--- config.mk ---
export PLATFORM = sky130hd
export DESIGN_NAME = acfg_cmd_top
export DESIGN_NICKNAME = d
export VERILOG_FILES = /design/src/core/acfg_pkg.sv /design/src/core/acfg_regs.sv /design/src/core/acfg_cmd_top.sv
export SDC_FILE = /design/constraint.sdc
export NUM_CORES = 1
export LEC_CHECK = 0
export ABC_AREA = 1
export BUFFER_PORTS_ARGS = -buffer_cell sky130_fd_sc_hd__buf_2
export CORE_MARGIN = 8
export CORE_UTILIZATION = 36
export CTS_BUF_LIST = sky130_fd_sc_hd__clkbuf_8
export CTS_CLUSTER_DIAMETER = 40
export DETAILED_ROUTE_END_ITERATION = 10
export PLACE_DENSITY = 0.63
export SETUP_SLACK_MARGIN = 0.5
export SLEW_MARGIN = 0
export SYNTH_ARGS = -nofsm -noshare
export SYNTH_HDL_FRONTEND = slang
export SYNTH_SLANG_ARGS = --single-unit
--- constraint.sdc ---
create_clock -name ref_clk -period 6.6 [get_ports ref_clk]
set_input_delay 0.66 -clock ref_clk [delete_from_list [all_inputs] [get_ports ref_clk]]
set_output_delay 0.66 -clock ref_clk [all_outputs]
set_load 0.01 [all_outputs]
--- src/core/acfg_pkg.sv ---
// constants for the analog configuration command interpreter
`default_nettype none
package acfg_pkg;
  // --------------------------------------------------------------------
  // command codes and frame bytes
  // --------------------------------------------------------------------
  localparam logic [7:0] CMD_PROTO = 8'h02;
  localparam logic [7:0] CMD_RDREG = 8'h08;
  localparam logic [7:0] CMD_REGISTER_WRITE_CMD = 8'h09;
  localparam logic [7:0] ADDR_WR = 8'h68;
  localparam logic [7:0] ADDR_RD = 8'h69;
  localparam logic [7:0] LEN_SHORT = 8'h03;
  localparam logic [7:0] LEN_LONG = 8'h04;
  localparam logic [7:0] LEN_RD = 8'h03;
  localparam logic [7:0] FLAG_NOINC = 8'h00;
  localparam logic [7:0] FLAG_INC = 8'h01;
  localparam logic [2:0] BODY_MAX = 3'h4;
  // --------------------------------------------------------------------
  // register indices
  // --------------------------------------------------------------------
  localparam logic [7:0] IDX_RDR = 8'h01;
  localparam logic [7:0] IDX_CE = 8'h04;
  localparam logic [7:0] IDX_RESET = 8'h01;
  // --------------------------------------------------------------------
  // reply bytes
  // --------------------------------------------------------------------
  localparam logic [7:0] RES_OK = 8'h00;
  localparam logic [7:0] RES_ERR_LEN = 8'h82;
  localparam logic [7:0] RES_LEN_ZERO = 8'h00;
  localparam logic [7:0] RES_RD_TAG = 8'h01;
  // --------------------------------------------------------------------
  // protocol codes carried by the protocol-select command
  // --------------------------------------------------------------------
  localparam logic [7:0] PROTO_15693 = 8'h01;
  localparam logic [7:0] PROTO_14443A = 8'h02;
  localparam logic [7:0] PROTO_14443B = 8'h03;
  localparam logic [7:0] PROTO_18092 = 8'h04;
  localparam logic [7:0] PROTO_CE_A = 8'h12;
  localparam int PARAM_DEPTH100_BIT = 4;
  // --------------------------------------------------------------------
  // reset and default values
  // --------------------------------------------------------------------
  localparam logic [7:0] CFG_RESET = 8'h00;
  localparam logic [7:0] DEF_RDR_A = 8'hdf;
  localparam logic [7:0] DEF_RDR_B = 8'h2f;
  localparam logic [7:0] DEF_RDR_18092 = 8'h5f;
  localparam logic [7:0] DEF_RDR_15693_30 = 8'h53;
  localparam logic [7:0] DEF_RDR_15693_100 = 8'hd3;
  localparam logic [7:0] DEF_CE_A = 8'h27;
  // --------------------------------------------------------------------
  // field positions
  // --------------------------------------------------------------------
  localparam int MOD_LSB = 4;
  localparam int GAIN_LSB = 0;
  localparam int LOADMOD_LSB = 0;
  localparam int SENS_LSB = 4;
  // --------------------------------------------------------------------
  // frame parser states
  // --------------------------------------------------------------------
  typedef enum logic [2:0] {
    ST_CMD = 3'b001,
    ST_LEN = 3'b010,
    ST_BODY = 3'b100
  } acfg_state_t;
endpackage
`default_nettype wire

--- src/core/acfg_regs.sv ---
// storage for the two analog configuration registers
`default_nettype none
module acfg_regs
  import acfg_pkg::*;
(
  input wire logic ref_clk,
  input wire logic rst,
  input wire logic rdr_ld,
  input wire logic [7:0] rdr_ld_val,
  input wire logic ce_ld,
  input wire logic [7:0] ce_ld_val,
  input wire logic rdr_we,
  input wire logic ce_we,
  input wire logic [7:0] wdata,
  input wire logic [7:0] sel,
  output logic [7:0] rd_data,
  output logic [7:0] rdr_val,
  output logic [7:0] ce_val
);
  logic [7:0] rdr_q, rdr_d, ce_q, ce_d, rd_q, rd_d;

  assign rdr_d = rdr_we ? wdata : (rdr_ld ? rdr_ld_val : rdr_q);
  assign ce_d = ce_we ? wdata : (ce_ld ? ce_ld_val : ce_q);
  assign rd_d = (sel == IDX_CE) ? ce_q : ((sel == IDX_RDR) ? rdr_q : 8'h00);

  // contents lost at power off
  always_ff @(posedge ref_clk or posedge rst) begin
    if (rst) begin
      rdr_q <= CFG_RESET;
      ce_q <= CFG_RESET;
      rd_q <= 8'h00;
    end else begin
      rdr_q <= rdr_d;
      ce_q <= ce_d;
      rd_q <= rd_d;
    end
  end

  assign rd_data = rd_q;
  assign rdr_val = rdr_q;
  assign ce_val = ce_q;
endmodule
`default_nettype wire

--- src/core/acfg_cmd_top.sv ---
// command interpreter for the analog configuration registers
`default_nettype none
// Overview of operation
// - protocol select loads defaults; later register writes may overwrite them.
// - a written value holds until the next write to it or a protocol select that loads its default.
// - both configuration registers clear at power off.
// - write frame is 09, length 03/04, address 68, flag, data bytes.
// - index 04 with flag clear points at the card-emulation register.
// - index 01 with flag clear points at the reader register.
// - four-byte form with flag one: index byte, then new value byte.
// - successful write replies result 00 then length 00.
// - read frame 0803690100 returns 01 then the pointed register value.
// - reader register: modulation code high nibble, receiver gain low nibble.
// - modulation codes 1-6 and D select 10 to 95 percent.
// - gain codes 0,1,3,7,F select 34,32,27,20,8 dB.
// - card register bits 3..0 set load modulation, 1 min, 7 default, F max.
// - card register bits 5..4 set demodulator sensitivity, 1=10%, 2=100%.
// - reader defaults DF, 2F, 5F, 53, D3 per selected protocol.
// - card-emulation Type A select loads 27 into the card register.
module acfg_cmd_top
  import acfg_pkg::*;
(
  input wire logic ref_clk,
  input wire logic rst,
  input wire logic rx_valid,
  input wire logic rx_sof,
  input wire logic [7:0] rx_data,
  output logic tx_valid,
  output logic tx_last,
  output logic [7:0] tx_data,
  output logic [7:0] reader_cfg,
  output logic [7:0] card_cfg,
  output logic [3:0] mod_index_code,
  output logic [3:0] rx_gain_code,
  output logic [3:0] load_mod_code,
  output logic [1:0] demod_sens_code,
  output logic [6:0] mod_percent,
  output logic [5:0] rx_gain_db
);
  // --------------------------------------------------------------------
  // helpers
  // --------------------------------------------------------------------
  function automatic logic idx_ok(input logic [7:0] idx);
    idx_ok = (idx == IDX_RDR) || (idx == IDX_CE);
  endfunction

  function automatic logic [6:0] mod_pct(input logic [3:0] code);
    case (code)
      4'h1: mod_pct = 7'd10;
      4'h2: mod_pct = 7'd17;
      4'h3: mod_pct = 7'd25;
      4'h4: mod_pct = 7'd30;
      4'h5: mod_pct = 7'd33;
      4'h6: mod_pct = 7'd36;
      4'hd: mod_pct = 7'd95;
      default: mod_pct = 7'd0;
    endcase
  endfunction

  function automatic logic [5:0] gain_db(input logic [3:0] code);
    case (code)
      4'h0: gain_db = 6'd34;
      4'h1: gain_db = 6'd32;
      4'h3: gain_db = 6'd27;
      4'h7: gain_db = 6'd20;
      4'hf: gain_db = 6'd8;
      default: gain_db = 6'd0;
    endcase
  endfunction

  // --------------------------------------------------------------------
  // frame parser
  // --------------------------------------------------------------------
  acfg_state_t st_q, st_d;
  logic [7:0] cmd_q, len_q, cnt_q;
  logic [7:0] body_q [BODY_MAX];
  logic exec_q, exec_d;
  logic [7:0] ptr_q;
  logic take_cmd, take_len, take_body, body_done;
  logic [7:0] cnt_nxt;

  assign take_cmd = rx_valid && (rx_sof || st_q == ST_CMD);
  assign take_len = rx_valid && !rx_sof && st_q == ST_LEN;
  assign take_body = rx_valid && !rx_sof && st_q == ST_BODY;
  assign cnt_nxt = cnt_q + 8'h01;
  assign body_done = take_body && (cnt_nxt == len_q);
  assign exec_d = (take_len && rx_data == 8'h00) || body_done;

  always_comb begin
    st_d = st_q;
    case (st_q)
      ST_CMD: begin
        if (take_cmd) begin
          st_d = ST_LEN;
        end
      end
      ST_LEN: begin
        if (take_cmd) begin
          st_d = ST_LEN;
        end else if (take_len) begin
          st_d = (rx_data == 8'h00) ? ST_CMD : ST_BODY;
        end
      end
      ST_BODY: begin
        if (take_cmd) begin
          st_d = ST_LEN;
        end else if (body_done) begin
          st_d = ST_CMD;
        end
      end
      default: st_d = ST_CMD;
    endcase
  end

  always_ff @(posedge ref_clk or posedge rst) begin
    if (rst) begin
      st_q <= ST_CMD;
      cmd_q <= 8'h00;
      len_q <= 8'h00;
      cnt_q <= 8'h00;
      exec_q <= 1'b0;
      for (int i = 0; i < BODY_MAX; i++) begin
        body_q[i] <= 8'h00;
      end
    end else begin
      st_q <= st_d;
      exec_q <= exec_d;
      if (take_cmd) begin
        cmd_q <= rx_data;
      end
      if (take_len) begin
        len_q <= rx_data;
        cnt_q <= 8'h00;
      end
      if (take_body) begin
        cnt_q <= cnt_nxt;
        if (cnt_q < 8'(BODY_MAX)) begin
          body_q[cnt_q[1:0]] <= rx_data;
        end
      end
    end
  end

  // --------------------------------------------------------------------
  // command decode, evaluated in the cycle after the last byte
  // --------------------------------------------------------------------
  logic is_wr, is_rd, is_ps, wr_len_ok, wr_addr_ok, set_ptr, wr_val;
  logic rd_ok, ps_ok, len_err, ptr_we, rdr_we, ce_we, rdr_ld, ce_ld;
  logic [7:0] rdr_def, rep0, rep1, rd_data, rdr_val, ce_val;

  assign is_wr = cmd_q == CMD_REGISTER_WRITE_CMD;
  assign is_rd = cmd_q == CMD_RDREG;
  assign is_ps = cmd_q == CMD_PROTO;
  assign wr_len_ok = (len_q == LEN_SHORT) || (len_q == LEN_LONG);
  assign wr_addr_ok = body_q[0] == ADDR_WR;
  assign set_ptr = is_wr && wr_len_ok && wr_addr_ok && body_q[1] == FLAG_NOINC;
  assign wr_val = is_wr && len_q == LEN_LONG && wr_addr_ok && body_q[1] == FLAG_INC;
  assign ptr_we = exec_q && set_ptr && idx_ok(body_q[2]);
  assign rdr_we = exec_q && wr_val && body_q[2] == IDX_RDR;
  assign ce_we = exec_q && wr_val && body_q[2] == IDX_CE;
  assign rd_ok = is_rd && len_q == LEN_RD && body_q[0] == ADDR_RD;
  assign ps_ok = is_ps && len_q != 8'h00;
  assign len_err = (is_wr && !wr_len_ok) || (is_rd && len_q != LEN_RD) || (is_ps && !ps_ok);

  // protocol-select defaults
  assign rdr_ld = exec_q && ps_ok && (body_q[0] == PROTO_14443A || body_q[0] == PROTO_14443B
                  || body_q[0] == PROTO_18092 || body_q[0] == PROTO_15693);
  assign ce_ld = exec_q && ps_ok && body_q[0] == PROTO_CE_A;
  assign rdr_def = (body_q[0] == PROTO_14443A) ? DEF_RDR_A :
                   (body_q[0] == PROTO_14443B) ? DEF_RDR_B :
                   (body_q[0] == PROTO_18092) ? DEF_RDR_18092 :
                   (len_q > 8'h01 && body_q[1][PARAM_DEPTH100_BIT]) ? DEF_RDR_15693_100 :
                   DEF_RDR_15693_30;

  // reply bytes
  assign rep0 = len_err ? RES_ERR_LEN : (rd_ok ? RES_RD_TAG : RES_OK);
  assign rep1 = (rd_ok && !len_err) ? rd_data : RES_LEN_ZERO;

  acfg_regs u_regs (
    .ref_clk(ref_clk),
    .rst(rst),
    .rdr_ld(rdr_ld),
    .rdr_ld_val(rdr_def),
    .ce_ld(ce_ld),
    .ce_ld_val(DEF_CE_A),
    .rdr_we(rdr_we),
    .ce_we(ce_we),
    .wdata(body_q[3]),
    .sel(ptr_q),
    .rd_data(rd_data),
    .rdr_val(rdr_val),
    .ce_val(ce_val)
  );

  // --------------------------------------------------------------------
  // pointer, reply shifter and field outputs
  // --------------------------------------------------------------------
  logic tx_valid_q, tx_last_q, ph_q;
  logic [7:0] tx_data_q, hold_q, reader_cfg_q, card_cfg_q;
  logic [3:0] mod_q, gain_q, loadmod_q;
  logic [1:0] sens_q;
  logic [6:0] pct_q;
  logic [5:0] db_q;
  logic reply_go;

  assign reply_go = exec_q && (is_wr || is_rd || is_ps);

  always_ff @(posedge ref_clk or posedge rst) begin
    if (rst) begin
      ptr_q <= IDX_RESET;
      tx_valid_q <= 1'b0;
      tx_last_q <= 1'b0;
      tx_data_q <= 8'h00;
      hold_q <= 8'h00;
      ph_q <= 1'b0;
    end else begin
      if (ptr_we) begin
        ptr_q <= body_q[2];
      end
      if (reply_go) begin
        tx_valid_q <= 1'b1;
        tx_last_q <= 1'b0;
        tx_data_q <= rep0;
        hold_q <= rep1;
        ph_q <= 1'b1;
      end else if (ph_q) begin
        tx_last_q <= 1'b1;
        tx_data_q <= hold_q;
        ph_q <= 1'b0;
      end else begin
        tx_valid_q <= 1'b0;
        tx_last_q <= 1'b0;
        tx_data_q <= 8'h00;
      end
    end
  end

  always_ff @(posedge ref_clk or posedge rst) begin
    if (rst) begin
      reader_cfg_q <= 8'h00;
      card_cfg_q <= 8'h00;
      mod_q <= 4'h0;
      gain_q <= 4'h0;
      loadmod_q <= 4'h0;
      sens_q <= 2'h0;
      pct_q <= 7'd0;
      db_q <= 6'd0;
    end else begin
      reader_cfg_q <= rdr_val;
      card_cfg_q <= ce_val;
      mod_q <= rdr_val[MOD_LSB +: 4];
      gain_q <= rdr_val[GAIN_LSB +: 4];
      loadmod_q <= ce_val[LOADMOD_LSB +: 4];
      sens_q <= ce_val[SENS_LSB +: 2];
      pct_q <= mod_pct(rdr_val[MOD_LSB +: 4]);
      db_q <= gain_db(rdr_val[GAIN_LSB +: 4]);
    end
  end

  assign tx_valid = tx_valid_q;
  assign tx_last = tx_last_q;
  assign tx_data = tx_data_q;
  assign reader_cfg = reader_cfg_q;
  assign card_cfg = card_cfg_q;
  assign mod_index_code = mod_q;
  assign rx_gain_code = gain_q;
  assign load_mod_code = loadmod_q;
  assign demod_sens_code = sens_q;
  assign mod_percent = pct_q;
  assign rx_gain_db = db_q;
endmodule
`default_nettype wire

==> results.txt, run 1 <==
The class of the most critical setup path was flop to flop. The critical path goes through inv_1, nor3_1, or2_2, nand2_1, nand2_1, inv_1, nand2_1, o21ai_1. The placer congestion estimate was 0.861. The largest total area in the synthesized netlist belongs to sky130_fd_sc_hd__dfrtp_1. The relative max-transition margin was 39.5%; the number of nets with antenna violations after routing was 0. The maximum clock insertion buffer count was 2.

The number of resized instances in the post-cts repair step is 0, and the filler-free cell count of the finished design is 998. Before antenna repair, the detailed router went through 4 iterations. After synthesis, the netlist uses 34 different library cells. Summed over all nets, the half-perimeter wirelength after detailed placement is 9830 um.

Once layout is complete, the utilization of the core stands at 42.1%. The clock net sink count was 140. The setup check on the worst reg-to-reg path leaves a slack of 4.50 ns.

For the combined area of all synthesized cells, the log shows 6120 um2. For the hold buffer count at cts, the log shows 0. The tools report the number of warnings printed during yosys synthesis as 0.

The worst hold path belongs to the class input pin to async pin. Sequential cells account for 48.7% of the total power. For the highest clock rate, the log shows 0.477 GHz. Across every metal layer, demand over resource in global routing totals 13.2%.

The count of endpoints failing setup in the final report came out at 0. 0 antenna diodes ended up in the layout. Entering global routing, the biggest net connects 74 pins. The fraction of layout instances using a drive strength above 1 is 16.2%, and the vertical die dimension is 146 um. The start point of the critical path was st_q[0]. Counting flops and latches in the post-synthesis netlist gives 140. Ranked by total cell area, the synthesized netlist is headed by sky130_fd_sc_hd__dfrtp_1, sky130_fd_sc_hd__nand2_1, sky130_fd_sc_hd__inv_1. For the number of fill cells in the layout, the log shows 1683. Synthesized area divided by synthesized cell count: 8.70 um2.

For this run, design rule violations remaining after detail routing come to 0. After detailed placement, the design holds a cell count of 966. The run gives 0 as the initial antenna violation count.

The run finished with clean final reports. The run gives 0 as the number of failing hold endpoints at the final stage. 65 I/O pins were placed. The overall die width is 146 um. Measured in cells, the most critical reg-to-reg path has a length of 8. The run gives 0.000184 V as the largest vdd supply drop. The logs give 13500 um for the routed wire length and 21400 um2 for the area enclosed by the die boundary. The slowest stage of the critical path is the sky130_fd_sc_hd__dfstp_2 cell. Per report_power, the combinational group accounts for 18.3% of the total. The number of global-route vias before repair came out at 4445. By instance count, the leading cell after synthesis is sky130_fd_sc_hd__nand2_1. The number of nets in the synthesized netlist is 720. Along the worst path, the maximum fanout reaches 22. The setup skew after layout came out at 0.0112 ns. The number of DRC markers in iteration 0 came out at 295.

The critical path ends at st_q[2]. The first global-routing pass estimated 22500 um of wire. Cell internal power was estimated by the tool at 1.42 mW. Hold is met by 0.281 ns.

By instance count, the cell type seen most on the critical path is sky130_fd_sc_hd__nand2_1. The number of buffers added by the clock tree synthesis step is 17, and the required time of the critical path is 6.93 ns. The count of buffers added on input and output ports is 64.

The logs give 16600 um2 for the area inside the core boundary and 47 for the number of rows in the core area. Synthesis produced 704 cells. The later pin in the worst-skew pair is clocked with a latency of 0.46 ns. Net switching is 32.0% of the power.

The worst register-to-register path begins at st_q[0]. For this run, the leading register cell type out of synthesis is sky130_fd_sc_hd__dfrtp_1. The detailed-route vias per instance came out at 4.69. The total count of max-transition violations in the final report was 0; the slew at the pin closest to its max-slew limit was 0.907 ns. The worst setup path is captured at a flop.

After clock tree synthesis, the setup repair step added 0 buffers. For the leftover overflow at the end of global routing, the log shows 0. In this design, the stage delay of the slowest critical-path cell is 0.54 ns. In the final routed layout, each cell accounts on average for 13.5 um. Endpoint of the worst register-to-register path: st_q[2]. CTS placed an instance of sky130_fd_sc_hd__clkbuf_8 at the clock tree root. By count the netlist is led by sky130_fd_sc_hd__nand2_1, sky130_fd_sc_hd__dfrtp_1, sky130_fd_sc_hd__inv_1. The kind of start point of the critical path was a flop. The number of H-tree branching levels was 4.

The async set-reset flop share out of synthesis is 100%. Once the floorplan was initialized, standard cells occupied 36.9% of the core. In this run the biggest area consumer among cell types represents 56.4% of the synthesized area.

In this run, the clock network consumes 33.1% of the power. For the switching power, the log shows 0.668 mW. The worst-case setup slack after placement was 4.38 ns. Sequential elements use 57.2% of the synthesized area. The tools report the total number of nets in the final design as 781.

Share of the clock period used by the worst path after layout: 31.8%. For the number of max-capacitance violations reported, the log shows 0. The smallest clock period supported by the final layout is computed as 2.10 ns. TritonCTS built the clock tree. The overall via count from detail_route is 4678. Relative to the synthesized area, the layout overhead comes to 14.1%. For this design the static power due to leakage is 3.60 nW.

Data on the critical path arrives at its endpoint at 2.43 ns. Setup repair after global routing left no endpoint under its margin. The clock transition at the registers of the reported paths was 0.08 ns. Summed over all failing endpoints, the final setup total negative slack is 0 ns. The number of enable flip-flop cells after synthesis is 0, and the final setup slack of the worst path is 4.50 ns. The power density relative to cell area came out at 299 nW/um2.
## cell usage in the layout (no fill, tap or decap), types with 10 or more instances in the layout
cell                       instances
sky130_fd_sc_hd__nand2_1         174
sky130_fd_sc_hd__o21ai_0          36
sky130_fd_sc_hd__nand4_1          10
sky130_fd_sc_hd__dfrtp_1         138
sky130_fd_sc_hd__nor2_1           61
sky130_fd_sc_hd__inv_1            97
sky130_fd_sc_hd__clkbuf_8         19
sky130_fd_sc_hd__o21ai_1          35
sky130_fd_sc_hd__o22ai_1          14
sky130_fd_sc_hd__nand3_1          55
sky130_fd_sc_hd__buf_2            64
## critical path, delay by kind of cell, from the launching register on
| family | cells | cell delay (ns) |
|---|---|---|
| compound gates | 1 | 0.07 |
| buf+inv | 2 | 0.10 |
| flops | 1 | 0.54 |
| simple gates | 5 | 1.27 |
## routing by layer
metal	global-route usage [%]	up-vias	wire (um)
li1	-	2367	-
met1	17.5	2197	6560
met2	19.5	102	5970
met3	4.85	12	851
met4	4.17	0	134
met5	0	-	0
## logic make-up after synthesis
family | synth area share (%)
DFF | 57.2
buffers and inverters | 8.64
and+or+nand+nor | 24.9
adders and majority gates | 0.817
xor gates and xnor gates | 0.143
AOI/OAI and AO/OA | 8.23
## power by group through the flow
stage               logic, mW  clock network (mW)  registers [mW]
CTS                     0.380               0.710            1.01
global placement        0.373                   0            1.03
detailed placement      0.378                   0            1.03
finish                  0.381               0.690            1.02
floorplan               0.303                   0            1.01
global route            0.443               0.755            1.03
## worst min-delay path by stage
stage                                start           endpoint  slack [ns]
final                                  rst  mod_index_code[0]        0.28
after global routing                   rst  mod_index_code[0]        0.31
after CTS                              rst  mod_index_code[0]        0.29
after detailed placement  u_regs.ce_val[1]   load_mod_code[1]        0.37
after global placement    u_regs.ce_val[2]   load_mod_code[2]        0.36
after floorplan           u_regs.ce_val[3]        card_cfg[3]        0.35
## cell type report
class	count	area [um2]	share of cell area (%)
well taps	220	275	3.94
clock inverters	13	138	1.97
flip-flops and latches	140	3510	50.2
multi-input cells	439	2090	29.9
clock buffers	19	262	3.74
repair buffers	65	328	4.69
inverters	102	388	5.55
## registers in the layout, summed over array words and instances, names as in the netlist, 4 cells and up
register,count
body_q,32
card_cfg,4
cmd_q,8
cnt_q,8
hold_q,8
len_q,8
mod_index_code,4
mod_percent,7
ptr_q,8
rx_gain_db,6
tx_data,8
u_regs.ce_val,8
u_regs.rd_data,8
u_regs.rdr_val,8
## stage by stage
| step | power [mW] | instance area, um2 |
|---|---|---|
| final | 2.09 | 6990 |
| after global routing | 2.23 | 6990 |
| after CTS | 2.10 | 6990 |
| after detailed placement | 1.41 | 6590 |
| after global placement | 1.40 | 6590 |
| after floorplan | 1.31 | 6120 |
Note: power is estimated with default switching activity, not from simulation.
==> run 2, diff against run 1 <==
==> constraint.sdc (replaced) <==
create_clock -name ref_clk -period 2.1 [get_ports ref_clk]
set_input_delay 0.21 -clock ref_clk [delete_from_list [all_inputs] [get_ports ref_clk]]
set_output_delay 0.21 -clock ref_clk [all_outputs]
set_load 0.01 [all_outputs]
==> results.txt, run 2 (same netlist as run 1, synthesis figures left out) <==
The most common cell after layout, fill and taps aside is sky130_fd_sc_hd__dfrtp_1. Placer congestion estimate: 0.849. Register name with the most flops: body_q.

Clock root buffer: sky130_fd_sc_hd__clkbuf_8. Once the floorplan was initialized, standard cells occupied 36.9% of the core. The tools report the worst-case setup slack after placement as 0.195 ns. Sequential cells account for 44.0% of the total power. Standard cell with the maximum stage delay on the critical path: sky130_fd_sc_hd__dfrtp_1. Vertical die dimension: 146 um. At the worst endpoint, the arrival time is 2.03 ns.

The highest clock rate is 0.593 GHz, and the clock network latency to the later pin of the worst-skew pair is 0.45 ns. The internal cell power is 4.73 mW, and the number of failing hold endpoints at the final stage is 0. For the combined area of the multi-input logic cells, the log shows 2770 um2. The largest vdd supply drop is 0.000810 V, and the detailed-route vias per instance is 4.87. The post-route minimum period was 1.69 ns. STA classifies the critical path startpoint as a flop. 0 antenna diodes ended up in the layout. The final setup slack of the worst path was 0.415 ns. Dividing the detail-routed wire length by the instance count gives 15.0 um. The met3 wirelength from detailed routing was 1030 um. The tree built by TritonCTS fans out to 140 sinks. The highest metal layer used by the detailed router is met4.

The area overhead of the layout relative to synthesis is 34.4%, and the cell area after layout is 8230 um2. The number of H-tree branching levels is 4. For the overall via count from detail_route, the log shows 5191. Library cell appearing most often on the critical path: sky130_fd_sc_hd__nand2_1.

In this run, CTS created clock tree buffers numbering 17. The share of total power dissipated in combinational logic is 26.6%. In this design, the stage delay of the slowest critical-path cell is 0.39 ns.

For the final database, setup skew stands at 0.0110 ns. Setup violations remaining at the end of the flow were counted as 0. The relative max-transition margin is 54.6%. The first-pass GRT wire length is 24300 um. The die covers 21400 um2. The critical path goes through nor2_1, nand2_2, nor3_4, nand3_1, nor2_1, nand2_1, nor2_4, nand2_1, nand2_1, inv_1.

For the met1 wire length, the log shows 6930 um. The overall die width was 146 um; the number of nets with antenna violations after routing was 0. The switching power was 2.55 mW. Class of the most critical setup path: flop to flop. The tools report the final hold slack as 0.116 ns. The min-delay analysis places its worst path in the category input pin to flop.

Cells with a size suffix above 1 make up 37.3% of the layout. TritonCTS built the clock tree. Summed over all failing endpoints, the final setup total negative slack is 0 ns. The initial antenna violation count is 0.

The analysis attributes to cell leakage a power of 4.14 nW. The share of the clock period used by the worst path after layout is 80.3%. In this run the power density over the cells is 885 nW/um2.

The clock passes through at most 2 buffers. At the pin with the least slew margin, the transition time is 0.680 ns. Summing all flip-flop and latch instances after layout gives 3510 um2. The number of flip-flops under the largest register name is 32. Across every metal layer, demand over resource in global routing totals 14.0%.

The switching part of the total power is 35.0%, and the utilization after layout is 49.7%. For the required time of the critical path, the log shows 2.45 ns. Global routing finished with a remaining overflow of 0. For the number of ports placed on the die boundary, the log shows 65. The first detailed-routing pass ran for 5 iterations. The total area inside the core boundary comes to 16600 um2. Entering global routing, the biggest net connects 44 pins. Detailed placement finished with a half-perimeter wire length of 10500 um. Number of rows in the core area: 47.

Wires add up to 16000 um. The placed instances occupy a cell area of 6740 um2. The flow ran to the end, and the final reports show no timing, DRC or antenna violations.

The worst setup path is captured at a flop. Along the worst path, the maximum fanout reaches 5. Of the total power, the clock network draws 29.4%.

Number of DRC markers in iteration 0: 365. In the layout the commonest cells are sky130_fd_sc_hd__dfrtp_1, sky130_fd_sc_hd__nand2_1, sky130_fd_sc_hd__inv_1. Clock-pin slew was measured on the worst setup and hold paths at 0.08 ns. Total count of max-transition violations in the final report: 0.

The net count of the finished layout is 848. The buffering stage count on the worst path with inverters included was 1; the total of buffers placed on input and output ports was 64. The tools report the number of global-route vias before repair as 4890. Setup repair after global routing could not meet its margin everywhere.

Counting the fill cells in the layout gives 1539. The number of max-capacitance violations reported is 0. The run gives 7760 um as the met2 wire length.

On the critical path the largest part of the delay comes from simple AND/OR/NAND/NOR gates. The tools report the remaining design rule violation count as 0.
-- run 2: cell count changes in the layout (fill, tap and decap cells not counted), moves of 9 or more --
cell,previous run,this run
sky130_fd_sc_hd__buf_4,1,49
sky130_fd_sc_hd__inv_1,97,83
sky130_fd_sc_hd__inv_2,6,17
sky130_fd_sc_hd__nand2_1,174,124
sky130_fd_sc_hd__nand2_2,6,41
sky130_fd_sc_hd__nand2_4,0,14
sky130_fd_sc_hd__nand3_1,55,40
sky130_fd_sc_hd__nand3_2,2,11
sky130_fd_sc_hd__nor2_1,61,43
sky130_fd_sc_hd__nor2_4,0,10
sky130_fd_sc_hd__o21ai_0,36,25
-- run 2: worst min-delay path, stage by stage --
cell and delay, ns:
sky130_fd_sc_hd__buf_2 0.11, sky130_fd_sc_hd__nand2_4 0.11, sky130_fd_sc_hd__nand2_1 0.08, sky130_fd_sc_hd__nand2_1 0.05
-- run 2: per-stage QoR --
step                power (mW)  instances
CTS                       6.97       1034
floorplan                 4.13        704
global placement          4.49        981
detailed placement        4.51        981
finish                    7.29       1065
global route              7.68       1065
-- run 2: final timing paths --
kind | to | slack [ns] | cells after the start | startpoint
worst max-delay path | u_regs.rdr_val[1] | 0.41 | 10 | cmd_q[4]
worst min-delay path | st_q[0] | 0.12 | 4 | rx_valid
worst max register to register | u_regs.rdr_val[1] | 0.41 | 10 | cmd_q[4]
worst min register to register | card_cfg[6] | 0.38 | 0 | u_regs.ce_val[6]
max in group asynchronous | body_q[8] | 1.04 | 4 | rst
min in group asynchronous | u_regs.rd_data[1] | 0.41 | 3 | rst
-- run 2: power groups by stage --
stage | sequential, mW | clock (mW) | combinational (mW)
final | 3.20 | 2.14 | 1.94
after global routing | 3.23 | 2.30 | 2.15
after CTS | 3.20 | 2.18 | 1.59
after detailed placement | 3.23 | 0 | 1.27
after global placement | 3.23 | 0 | 1.26
after floorplan | 3.17 | 0 | 0.954
-- run 2: cell type report --
cell class | instances | area share (%)
tap | 220 | 3.34
timing repair buffer | 127 | 10.8
clock buffer | 19 | 3.18
multi-input combinational | 444 | 33.6
sequential | 140 | 42.7
clock inverter | 13 | 1.60
inverter | 102 | 4.79
-- run 2: timing repair --
item / 4_1_cts / 5_1_grt
gates cloned: 1 / 4
pin swaps: 21 / 49
endpoints found under the hold margin: 21 / 0
hold buffers: 1 / 0
resized for setup: 63 / 130
buffers inserted: 19 / 27
endpoints found under the setup margin: 87 / 96
-- run 2: per-layer routing --
| metal | vias up | global-route usage (%) |
|---|---|---|
| met4 | 0 | 5.72 |
| met1 | 2468 | 17.8 |
| li1 | 2521 | - |
| met5 | - | 0 |
| met2 | 176 | 21.9 |
| met3 | 26 | 3.86 |
